File: src/core/ccad_pkg.sv
// Shared constants and types for the card attribute/common memory host controller.
// Assumes a 25 MHz system clock and a card reached over PC Card memory pins.
package ccad_pkg;
  // Register byte offsets on the Wishbone side.
  localparam logic [4:0] REG_CMD    = 5'h00;
  localparam logic [4:0] REG_ADDR   = 5'h04;
  localparam logic [4:0] REG_WDATA  = 5'h08;
  localparam logic [4:0] REG_RDATA  = 5'h0c;
  localparam logic [4:0] REG_STATUS = 5'h10;
  // Command register field positions.
  localparam int CMD_WR   = 0;
  localparam int CMD_ATTR = 1;
  localparam int CMD_WIDE = 2;
  localparam int CMD_HI   = 3;
  localparam int CMD_SRST = 4;
  // Status register field positions.
  localparam int ST_BUSY    = 0;
  localparam int ST_REFUSED = 1;
  localparam int ST_DONE    = 2;
  // Card side layout: option register address and its fields.
  localparam logic [10:0] COR_ADDR        = 11'h200;
  localparam int          COR_SRST_BIT    = 7;
  localparam int          COR_LEVEL_BIT   = 6;
  localparam logic [7:0]  COR_RSVD_MASK   = 8'hcf;
  localparam logic [7:0]  COR_RESET_VALUE = 8'h00;
  // Timing, each time in its own unit and the derived cycle count.
  localparam int CLK_NS       = 40;
  localparam int STROBE_NS    = 300;
  localparam int STROBE_CYC   = (STROBE_NS + CLK_NS - 1) / CLK_NS;
  localparam int RST_WIDTH_US = 100;
  localparam int RST_CYC      = (RST_WIDTH_US * 1000 + CLK_NS - 1) / CLK_NS;
  // Transfer command as latched at start.
  typedef struct packed {
    logic wr;
    logic attr;
    logic wide;
    logic hi;
    logic srst;
  } ccad_op_t;
  // Card control and address pins, all driven by this controller.
  typedef struct packed {
    logic        ce1_n;
    logic        ce2_n;
    logic        reg_n;
    logic        oe_n;
    logic        we_n;
    logic [10:0] addr;
  } ccad_pins_t;
  localparam ccad_pins_t PINS_STANDBY = '{1'b1, 1'b1, 1'b1, 1'b1, 1'b1, 11'h000};
endpackage : ccad_pkg

File: src/core/ccad_host.sv
// Host controller that runs common and attribute memory cycles on a PC Card socket.
// Assumes software on a classic Wishbone slave port and a card on the socket pins.
//
// Contract
// - Attribute accesses are byte wide at even addresses only.
// - Writes to the information structure are invalid and never issued.
// - Soft reset writes one, holds the reset width, then writes zero.
// - Host always writes zero into the two top index bits.
`timescale 1ns/10ps
module ccad_host #(
  parameter int STB_CYC = ccad_pkg::STROBE_CYC,
  parameter int RST_CYC = ccad_pkg::RST_CYC
) (
  // Clock and reset.
  input  wire logic                ref_clk,
  input  wire logic                reset,
  // Wishbone slave.
  input  wire logic                wb_cyc_i,
  input  wire logic                wb_stb_i,
  input  wire logic                wb_we_i,
  input  wire logic [4:0]          wb_adr_i,
  input  wire logic [3:0]          wb_sel_i,
  input  wire logic [31:0]         wb_dat_i,
  output logic      [31:0]         wb_dat_o,
  output logic                     wb_ack_o,
  // Card socket pins.
  output ccad_pkg::ccad_pins_t     card_pins,
  input  wire logic [15:0]         card_data_i,
  output logic      [15:0]         card_data_o,
  output logic                     card_data_oe
);
  // Refuse settings the counters cannot hold.
  if (STB_CYC < 1 || STB_CYC > 4095 || RST_CYC < 1 || RST_CYC > 4095) begin : g_chk
    $error("ccad_host: cycle counts must lie in 1..4095");
  end

  typedef enum logic [4:0] {
    S_IDLE  = 5'b00001,
    S_SETUP = 5'b00010,
    S_STRB  = 5'b00100,
    S_HOLD  = 5'b01000,
    S_RWAIT = 5'b10000
  } ccad_state_t;

  ccad_state_t         st_q, st_d;
  ccad_pkg::ccad_op_t  op_q, op_d;
  ccad_pkg::ccad_pins_t pins_q, pins_d;
  logic [11:0]         cnt_q, cnt_d;
  logic [10:0]         addr_q, addr_d;
  logic [15:0]         wdata_q, wdata_d;
  logic [15:0]         rdata_q, rdata_d;
  logic [15:0]         dout_q, dout_d;
  logic                doe_q, doe_d;
  logic                refused_q, refused_d;
  logic                done_q, done_d;
  logic                ph2_q, ph2_d;
  logic                ack_q, ack_d;
  logic [31:0]         rd_q, rd_d;
  logic                wb_req, cmd_wr, bad;
  logic [7:0]          wbyte;
  ccad_pkg::ccad_op_t  new_op;

  assign wb_req = wb_cyc_i & wb_stb_i & ~ack_q;
  assign cmd_wr = wb_req & wb_we_i & wb_sel_i[0] & (wb_adr_i == ccad_pkg::REG_CMD);

  // Decode a new command; soft reset forces an option register write.
  always_comb begin
    new_op.wr   = wb_dat_i[ccad_pkg::CMD_WR];
    new_op.attr = wb_dat_i[ccad_pkg::CMD_ATTR];
    new_op.wide = wb_dat_i[ccad_pkg::CMD_WIDE];
    new_op.hi   = wb_dat_i[ccad_pkg::CMD_HI];
    new_op.srst = wb_dat_i[ccad_pkg::CMD_SRST];
    if (new_op.srst) begin
      new_op.wr   = 1'b1;
      new_op.attr = 1'b1;
      new_op.wide = 1'b0;
      new_op.hi   = 1'b0;
    end
    bad = 1'b0;
    if (!new_op.srst) begin
      // Attribute space: even bytes on the low enable only.
      bad = new_op.attr & (addr_q[0] | new_op.wide | new_op.hi);
      // No writes into the information structure.
      bad = bad | (new_op.attr & new_op.wr & (addr_q[10:9] == 2'b00));
      // Common words only at even addresses.
      bad = bad | (~new_op.attr & new_op.wide & addr_q[0]);
    end
  end

  // Byte presented to the card; option register writes clear reserved index bits.
  always_comb begin
    wbyte = wdata_q[7:0];
    if (op_q.attr && addr_q == ccad_pkg::COR_ADDR) begin
      wbyte = wdata_q[7:0] & ccad_pkg::COR_RSVD_MASK;
    end
  end

  // Transfer sequencer and socket pin values.
  always_comb begin
    st_d      = st_q;
    op_d      = op_q;
    cnt_d     = cnt_q;
    pins_d    = pins_q;
    dout_d    = dout_q;
    doe_d     = doe_q;
    rdata_d   = rdata_q;
    ph2_d     = ph2_q;
    refused_d = refused_q;
    done_d    = done_q;
    addr_d    = addr_q;
    wdata_d   = wdata_q;
    if (wb_req && wb_we_i && wb_sel_i[1:0] != 2'b00 && st_q == S_IDLE) begin
      if (wb_adr_i == ccad_pkg::REG_ADDR) addr_d = wb_dat_i[10:0];
      if (wb_adr_i == ccad_pkg::REG_WDATA) wdata_d = wb_dat_i[15:0];
    end
    if (wb_req && wb_we_i && wb_sel_i[0] && wb_adr_i == ccad_pkg::REG_STATUS) begin
      if (wb_dat_i[ccad_pkg::ST_REFUSED]) refused_d = 1'b0;
      if (wb_dat_i[ccad_pkg::ST_DONE]) done_d = 1'b0;
    end
    unique case (st_q)
      S_IDLE: begin
        pins_d = ccad_pkg::PINS_STANDBY;
        doe_d  = 1'b0;
        if (cmd_wr) begin
          if (bad) begin
            refused_d = 1'b1;
          end else begin
            op_d  = new_op;
            ph2_d = 1'b0;
            if (new_op.srst) begin
              addr_d  = ccad_pkg::COR_ADDR;
              wdata_d = {8'h00, 1'b1, wdata_q[6:0]};
            end
            st_d = S_SETUP;
          end
        end
      end
      S_SETUP: begin
        pins_d.addr  = addr_q;
        pins_d.reg_n = ~op_q.attr;
        // Enable choice steers the byte lanes.
        pins_d.ce1_n = op_q.hi & ~op_q.wide;
        pins_d.ce2_n = ~(op_q.hi | op_q.wide);
        doe_d        = op_q.wr;
        if (op_q.wide) dout_d = wdata_q;
        else if (op_q.hi) dout_d = {wbyte, 8'h00};
        else dout_d = {8'h00, wbyte};
        // The full count keeps the strobe low for exactly STB_CYC cycles.
        cnt_d = 12'(STB_CYC);
        st_d  = S_STRB;
      end
      S_STRB: begin
        pins_d.oe_n = op_q.wr;
        pins_d.we_n = ~op_q.wr;
        if (cnt_q == 12'h000) begin
          if (!op_q.wr) begin
            if (op_q.wide) rdata_d = card_data_i;
            else if (op_q.hi) rdata_d = {8'h00, card_data_i[15:8]};
            else rdata_d = {8'h00, card_data_i[7:0]};
          end
          pins_d.oe_n = 1'b1;
          pins_d.we_n = 1'b1;
          st_d        = S_HOLD;
        end else begin
          cnt_d = cnt_q - 12'h001;
        end
      end
      S_HOLD: begin
        pins_d = ccad_pkg::PINS_STANDBY;
        doe_d  = 1'b0;
        if (op_q.srst && !ph2_q) begin
          cnt_d = 12'(RST_CYC - 1);
          st_d  = S_RWAIT;
        end else begin
          done_d = 1'b1;
          st_d   = S_IDLE;
        end
      end
      S_RWAIT: begin
        // Hold the reset bit for the full width, then clear it.
        if (cnt_q == 12'h000) begin
          wdata_d[ccad_pkg::COR_SRST_BIT] = 1'b0;
          ph2_d = 1'b1;
          st_d  = S_SETUP;
        end else begin
          cnt_d = cnt_q - 12'h001;
        end
      end
    endcase
  end

  // Sequencer registers.
  always_ff @(posedge ref_clk) begin
    if (reset) begin
      st_q      <= S_IDLE;
      op_q      <= '0;
      cnt_q     <= 12'h000;
      pins_q    <= ccad_pkg::PINS_STANDBY;
      dout_q    <= 16'h0000;
      doe_q     <= 1'b0;
      rdata_q   <= 16'h0000;
      ph2_q     <= 1'b0;
      refused_q <= 1'b0;
      done_q    <= 1'b0;
      addr_q    <= 11'h000;
      wdata_q   <= 16'h0000;
    end else begin
      st_q      <= st_d;
      op_q      <= op_d;
      cnt_q     <= cnt_d;
      pins_q    <= pins_d;
      dout_q    <= dout_d;
      doe_q     <= doe_d;
      rdata_q   <= rdata_d;
      ph2_q     <= ph2_d;
      refused_q <= refused_d;
      done_q    <= done_d;
      addr_q    <= addr_d;
      wdata_q   <= wdata_d;
    end
  end

  // Wishbone read mux and one-cycle acknowledge.
  always_comb begin
    ack_d = wb_req;
    rd_d  = rd_q;
    if (wb_req && !wb_we_i) begin
      unique case (wb_adr_i)
        ccad_pkg::REG_ADDR:   rd_d = {21'h000000, addr_q};
        ccad_pkg::REG_WDATA:  rd_d = {16'h0000, wdata_q};
        ccad_pkg::REG_RDATA:  rd_d = {16'h0000, rdata_q};
        ccad_pkg::REG_STATUS: rd_d = {29'h00000000, done_q, refused_q, st_q != S_IDLE};
        default:              rd_d = 32'h00000000;
      endcase
    end
  end

  // Bus answer registers.
  always_ff @(posedge ref_clk) begin
    if (reset) begin
      ack_q <= 1'b0;
      rd_q  <= 32'h00000000;
    end else begin
      ack_q <= ack_d;
      rd_q  <= rd_d;
    end
  end

  assign wb_ack_o     = ack_q;
  assign wb_dat_o     = rd_q;
  assign card_pins    = pins_q;
  assign card_data_o  = dout_q;
  assign card_data_oe = doe_q;

  // Strobe length in cycles, used only by the width check.
  logic [11:0] slen_q, slen_d;

  always_comb begin
    slen_d = 12'h000;
    if (!(pins_q.oe_n && pins_q.we_n)) slen_d = slen_q + 12'h001;
  end

  // Strobe length register.
  always_ff @(posedge ref_clk) begin
    if (reset) begin
      slen_q <= 12'h000;
    end else begin
      slen_q <= slen_d;
    end
  end

  // Checks on the socket side.
  AST_ATTR_EVEN: assert property (@(posedge ref_clk) disable iff (reset)
    !card_pins.reg_n |-> !card_pins.ce1_n && card_pins.ce2_n && !card_pins.addr[0])
    else $error("Attribute access odd, word wide or on the high enable.");
  AST_STROBE_WIDTH: assert property (@(posedge ref_clk) disable iff (reset)
    $rose(card_pins.oe_n & card_pins.we_n) |-> slen_q == 12'(STB_CYC))
    else $error("Strobe width differs from the configured cycle count.");
  AST_NO_CIS_WRITE: assert property (@(posedge ref_clk) disable iff (reset)
    !card_pins.reg_n && !card_pins.we_n |-> card_pins.addr[10:9] != 2'b00)
    else $error("Write issued into the information structure.");
  AST_COR_RSVD: assert property (@(posedge ref_clk) disable iff (reset)
    !card_pins.reg_n && !card_pins.we_n && card_pins.addr == ccad_pkg::COR_ADDR
    |-> card_data_oe && card_data_o[5:4] == 2'b00)
    else $error("Reserved index bits written as one.");
  AST_SRST_HOLD: assert property (@(posedge ref_clk) disable iff (reset)
    $rose(st_q == S_RWAIT) |-> (st_q == S_RWAIT) [*8])
    else $error("Soft reset width cut short.");
  AST_SRST_CLEAR: assert property (@(posedge ref_clk) disable iff (reset)
    $fell(st_q == S_RWAIT) |-> !wdata_q[ccad_pkg::COR_SRST_BIT] ##1 st_q == S_STRB)
    else $error("Soft reset not followed by a clearing write.");
  AST_STANDBY: assert property (@(posedge ref_clk) disable iff (reset)
    st_q == S_IDLE |=> card_pins.ce1_n && card_pins.ce2_n && !card_data_oe)
    else $error("Card not left in standby while idle.");
  AST_STROBE: assert property (@(posedge ref_clk) disable iff (reset)
    $fell(card_pins.oe_n & card_pins.we_n) |-> !card_pins.ce1_n || !card_pins.ce2_n)
    else $error("Strobe without a card enable.");
  CVR_WORD_READ: cover property (@(posedge ref_clk) disable iff (reset)
    !card_pins.oe_n && !card_pins.ce1_n && !card_pins.ce2_n);
  CVR_REFUSE: cover property (@(posedge ref_clk) disable iff (reset) $rose(refused_q));
  CVR_HIGH_BYTE: cover property (@(posedge ref_clk) disable iff (reset)
    !card_pins.oe_n && card_pins.ce1_n && !card_pins.ce2_n);
  CVR_SRST: cover property (@(posedge ref_clk) disable iff (reset)
    ph2_q && st_q == S_HOLD);
endmodule : ccad_host

File: config.mk
export PLATFORM = sky130hd
export DESIGN_NAME = ccad_host
export DESIGN_NICKNAME = d
export VERILOG_FILES = /design/src/core/ccad_pkg.sv /design/src/core/ccad_host.sv
export SDC_FILE = /design/constraint.sdc
export NUM_CORES = 1
export LEC_CHECK = 0
export ABC_AREA = 0
export BUFFER_PORTS_ARGS = -buffer_cell sky130_fd_sc_hd__buf_2
export CAP_MARGIN = 20
export CORE_AREA = 2 2 89 156
export DETAILED_ROUTE_END_ITERATION = 10
export DIE_AREA = 0 0 91 158
export HOLD_SLACK_MARGIN = 0.08
export PLACE_DENSITY = 0.61
export SYNTH_ARGS = -nofsm -noshare
export SYNTH_HDL_FRONTEND = slang
export SYNTH_SLANG_ARGS = --single-unit
File: constraint.sdc
create_clock -name ref_clk -period 3.21 [get_ports ref_clk]
set_input_delay 0.1605 -clock ref_clk [delete_from_list [all_inputs] [get_ports ref_clk]]
set_output_delay 0.1605 -clock ref_clk [all_outputs]
set_load 0.05 [all_outputs]
==> summary.md <==
| Metric | Value |
|---|---|
| Worst min-delay path class | in -> reg |
| Routed Antenna Nets | 0 |
| Gate power share | 0.121 |
| WL per Instance | between 15 and 20 um |
| Fin nets | 803 |
| Core Region | between 10000 and 15000 um^2 |
| Final non-filler cell total | slightly above 900 |
| Number of max-cap violations | 0 |
| Share of power burned in registers | 0.389 |
| Clk root buf | clkbuf_16 |
| Fillers | between 1000 and 1500 |
| First-pass GRT wire length | between 20000 and 30000 um |
| Final setup viols | 0 |
| Total Routed Length | roughly 16000 um |
| Final worst path period need | slightly above 3000 ps |
| DR vias/cell | approximately 5.4 |
| Critical path class | reg -> reg |
| Number of synthesized register bits | between 100 and 150 |
| I/O Pins | 128 |
| Total gr overflow | 0 |
| Clock Sink Count | between 100 and 150 |
| R2r setup slk | between 150 and 200 ps |
| Worst Skew | 7.853 ps |
| Clock buffer count from CTS | 17 |
| Post-synth ARST share | 0 |
| RD Place Congestion | 0.8920 |
| Internal power | between 2 and 3 mW |
| Sequential element share of the synthesized area | 0.4575 |
| Synth Flop Type | dfxtp_1 |
| Data required, critical path | 3570 ps |
| Period utilisation layout | 0.9498 |
| Synthesis Warnings | 0 |
| Pre-antenna DRT Iters | 5 |
| CP max-delay cell | dlygate4sd3_1 |
| Critical Path Start Type | flip-flop |
| Initial antenna violation count | 0 |
| Die Y | ~160 um |
| Inserted Diodes | 0 |
| Post-synthesis cell count | ~620 |
| I/O Buffers | between 90 and 100 |
| Status | complete, no violations |
| Die area | 14380 um^2 |
| Resized Gates After CTS | 0 |
| Dpl hpwl | ~12000 um |
| Arr. time, crit path | 3410 ps |
| Chip width | roughly 91 um |
| Initial Utilization | 0.3920 |
| CP max FO | 24 |
| Slew margin rel. | 0.3421 |
| RSZ-0062 raised after global routing | no |
| Remaining DRCs | 0 |
| Psw | 1.001 mW |
| Clock network power share | 0.490 |
| Fin Setup TNS | 0 ps |
| Pwr Total | approximately 3.9 mW |
| Share of layout cells above drive strength 1 | 0.1971 |
| Max Freq | 328.0 MHz |
| Clock Pin Slew Worst Setup and Hold Paths | approximately 50 ps |
| Max stage delay on crit path | slightly below 600 ps |
| Netlist cell types | 60 |
| Tightest Pin Transition | between 900 and 1000 ps |
| Crit-path cells | inv_1 -> ha_1 -> or3b_1 -> nor4b_4 -> buf_4 -> nor3b_4 -> buf_4 -> nor2_1 -> a311oi_1 -> dlygate4sd3_1 |
| Post-synth EDFFs | 0 |
| Placed cells | 855 |
| CP most frequent cell | buf_4 |
| Clock Latency Late Sink | 420 ps |
| Worst path bufs/invs | 4 |
| Largest net degree at the start of global routing | 31 |
| Switching share of total power | 0.2564 |
| Worst setup EP type | flip-flop |
| Hold Fails Final Rpt | 0 |
| PwrDens | 587.1 nW/um^2 |
| Leakage | 2.720 nW |
| H-tree Lvls | 4 |
| Gr usage total | 0.2274 |
| Cell family with most CP delay | buffers and inverters |
| Syn avg cell area | between 8 and 9 um^2 |
| Mapped cell area | between 5000 and 6000 um^2 |
| Slew Limit Fails | 0 |
| Area Growth Syn to Fin | 28.86% |
| Total number of vias | ~5000 |
| Vias in the first global route | between 4000 and 5000 |
| CTS tree | done |
| Num rows | 56 |
| Max VDD drop | 347.3 uV |
| Longest Clk Path Bufs | 2 |
| Detailed Route Iter0 Violations | about 310 |
flip-flops by register name (all words and copies together), names as in the netlist:
register	count
addr_q	11
card_data_o	16
card_data_oe	1
card_pins	16
cnt_q	12
done_q	1
op_q	5
ph2_q	1
rdata_q	16
refused_q	1
st_q	5
wb_ack_o	1
wb_dat_o	16
wdata_q	16
area by class of cell:
type / count / area [um^2] / area share
repair buffers: 144 / 940.9 / 0.1414
clock buffers: 20 / 456.7 / 0.06863
inverters: 5 / 18.77 / 0.002821
clock inverters: 10 / 130.1 / 0.01956
well taps: 174 / 217.7 / 0.03272
flip-flops and latches: 118 / 2362 / 0.3550
multi-input cells: 454 / 2527 / 0.3798
Yosys cell counts, drive strengths merged, types with 2 or more instances:
master	n	area, um^2
buf	28	193.9
nand2b	6	37.54
nand3b	3	22.52
nor3b	4	46.29
a2bb2oi	6	58.80
a311oi	8	70.07
dfxtp	118	2362
a21boi	6	45.04
a31oi	2	12.51
o21a	2	15.01
o21ai	8	40.04
or3	8	50.05
nand2	112	420.4
nor4	8	71.32
or2	5	31.28
a211oi	8	60.06
nor2b	5	31.28
a22oi	26	195.2
and3	5	31.28
nor3	14	70.07
a222oi	3	30.03
nor2	69	259.0
nand3	27	135.1
o22a	2	17.52
or4	5	37.54
inv	5	18.77
o31ai	3	22.52
mux2i	9	90.09
clkbuf	31	117.6
nand4	2	12.51
or3b	3	26.28
a221oi	6	52.55
a22o	11	96.34
xnor2	2	17.52
o211ai	2	15.01
a21oi	47	235.2
final timing paths:
kind	depth (start not counted)	startpoint	endpoint
worst min register to register	2	rdata_q[15]$_SDFFE_PP0P_	rdata_q[15]$_SDFFE_PP0P_
worst max-delay path	10	cnt_q[0]$_SDFFE_PP0P_	rdata_q[0]$_SDFFE_PP0P_
worst max register to register	10	cnt_q[0]$_SDFFE_PP0P_	rdata_q[0]$_SDFFE_PP0P_
worst min-delay path	3	wb_dat_i[4]	addr_q[4]$_SDFF_PP0_
worst register-to-register path, delay by kind of cell (launching register included):
family / cells / cell delay (ps)
AO/OA/AOI/OAI: 1 / 260
buffers and inverters: 4 / 1180
adder cells (fa/ha/maj): 1 / 180
flip-flops: 1 / 320
AND/OR/NAND/NOR: 4 / 1070
metrics by stage:
| step | hold WS [ps] | setup slack (ps) | instance area (um^2) | utilization |
|---|---|---|---|---|
| floorplan | 296.5 | 926.5 | 5220 | - |
| CTS | 107.9 | 53.16 | 6631 | 0.5034 |
| finish | 117.8 | 161.1 | 6654 | 0.5051 |
| global route | 135.5 | 25.44 | 6654 | 0.5051 |
| global placement | 416.8 | 686.4 | 5674 | 0.4308 |
| detailed placement | 416.2 | 620.0 | 5674 | 0.4308 |
power groups by stage:
stage | sequential [mW] | combinational, mW | clock (mW)
2_1_floorplan | 1.58 | 0.284 | 0
3_3_place_gp | 1.55 | 0.406 | 0
3_5_place_dp | 1.55 | 0.415 | 0
4_1_cts | 1.52 | 0.444 | 1.92
5_1_grt | 1.52 | 0.513 | 1.99
6_report | 1.52 | 0.472 | 1.92
kinds of logic (layout without fill, tap and decap cells):
logic type / count (synthesis) / in the layout / synth area share
simple gates: 279 / 279 / 0.2561
compound gates: 146 / 146 / 0.1968
flops: 118 / 118 / 0.4575
buf+inv: 64 / 179 / 0.06397
mux: 9 / 9 / 0.01745
xor+xnor: 3 / 3 / 0.005089
fa+ha+maj: 1 / 1 / 0.002423
other cells: 1 / 16 / 0.0007262
per-layer routing:
layer | vias up | wire length (um) | global-route usage
li1 | 2420 | - | -
met1 | 2322 | 5689 | 0.2220
met5 | - | 0 | 0
met3 | 50 | 659 | 0.04379
met4 | 0 | 848 | 0.1436
met2 | 162 | 9013 | 0.4332
layout by cell type (no fill, tap or decap), types with 3 or more instances in the layout:
| cell type | n |
|---|---|
| a222oi_1 | 3 |
| a21boi_0 | 4 |
| buf_4 | 14 |
| nor4_1 | 6 |
| a211oi_1 | 8 |
| bufinv_16 | 3 |
| dlygate4sd3_1 | 37 |
| nand2b_1 | 6 |
| dfxtp_1 | 118 |
| a22oi_1 | 26 |
| clkbuf_16 | 17 |
| and3_1 | 5 |
| or2_2 | 5 |
| a311oi_1 | 8 |
| nand3_1 | 27 |
| nor3_1 | 14 |
| nor2_1 | 69 |
| a2bb2oi_1 | 5 |
| o21ai_0 | 6 |
| or3_1 | 8 |
| a221oi_1 | 6 |
| o31ai_1 | 3 |
| nand2_1 | 112 |
| conb_1 | 16 |
| clkinv_2 | 5 |
| inv_1 | 5 |
| nand3b_1 | 3 |
| nor2b_1 | 5 |
| mux2i_1 | 9 |
| a21oi_1 | 47 |
| buf_2 | 93 |
| or4_1 | 5 |
| a22o_1 | 11 |
timing repair:
action / CTS / global route
endpoints found under the hold margin: 39 / 0
buffers inserted: 0 / 3
hold buffers: 37 / 0
endpoints found under the setup margin: 0 / 8
Note: power is estimated with default switching activity, not from simulation.
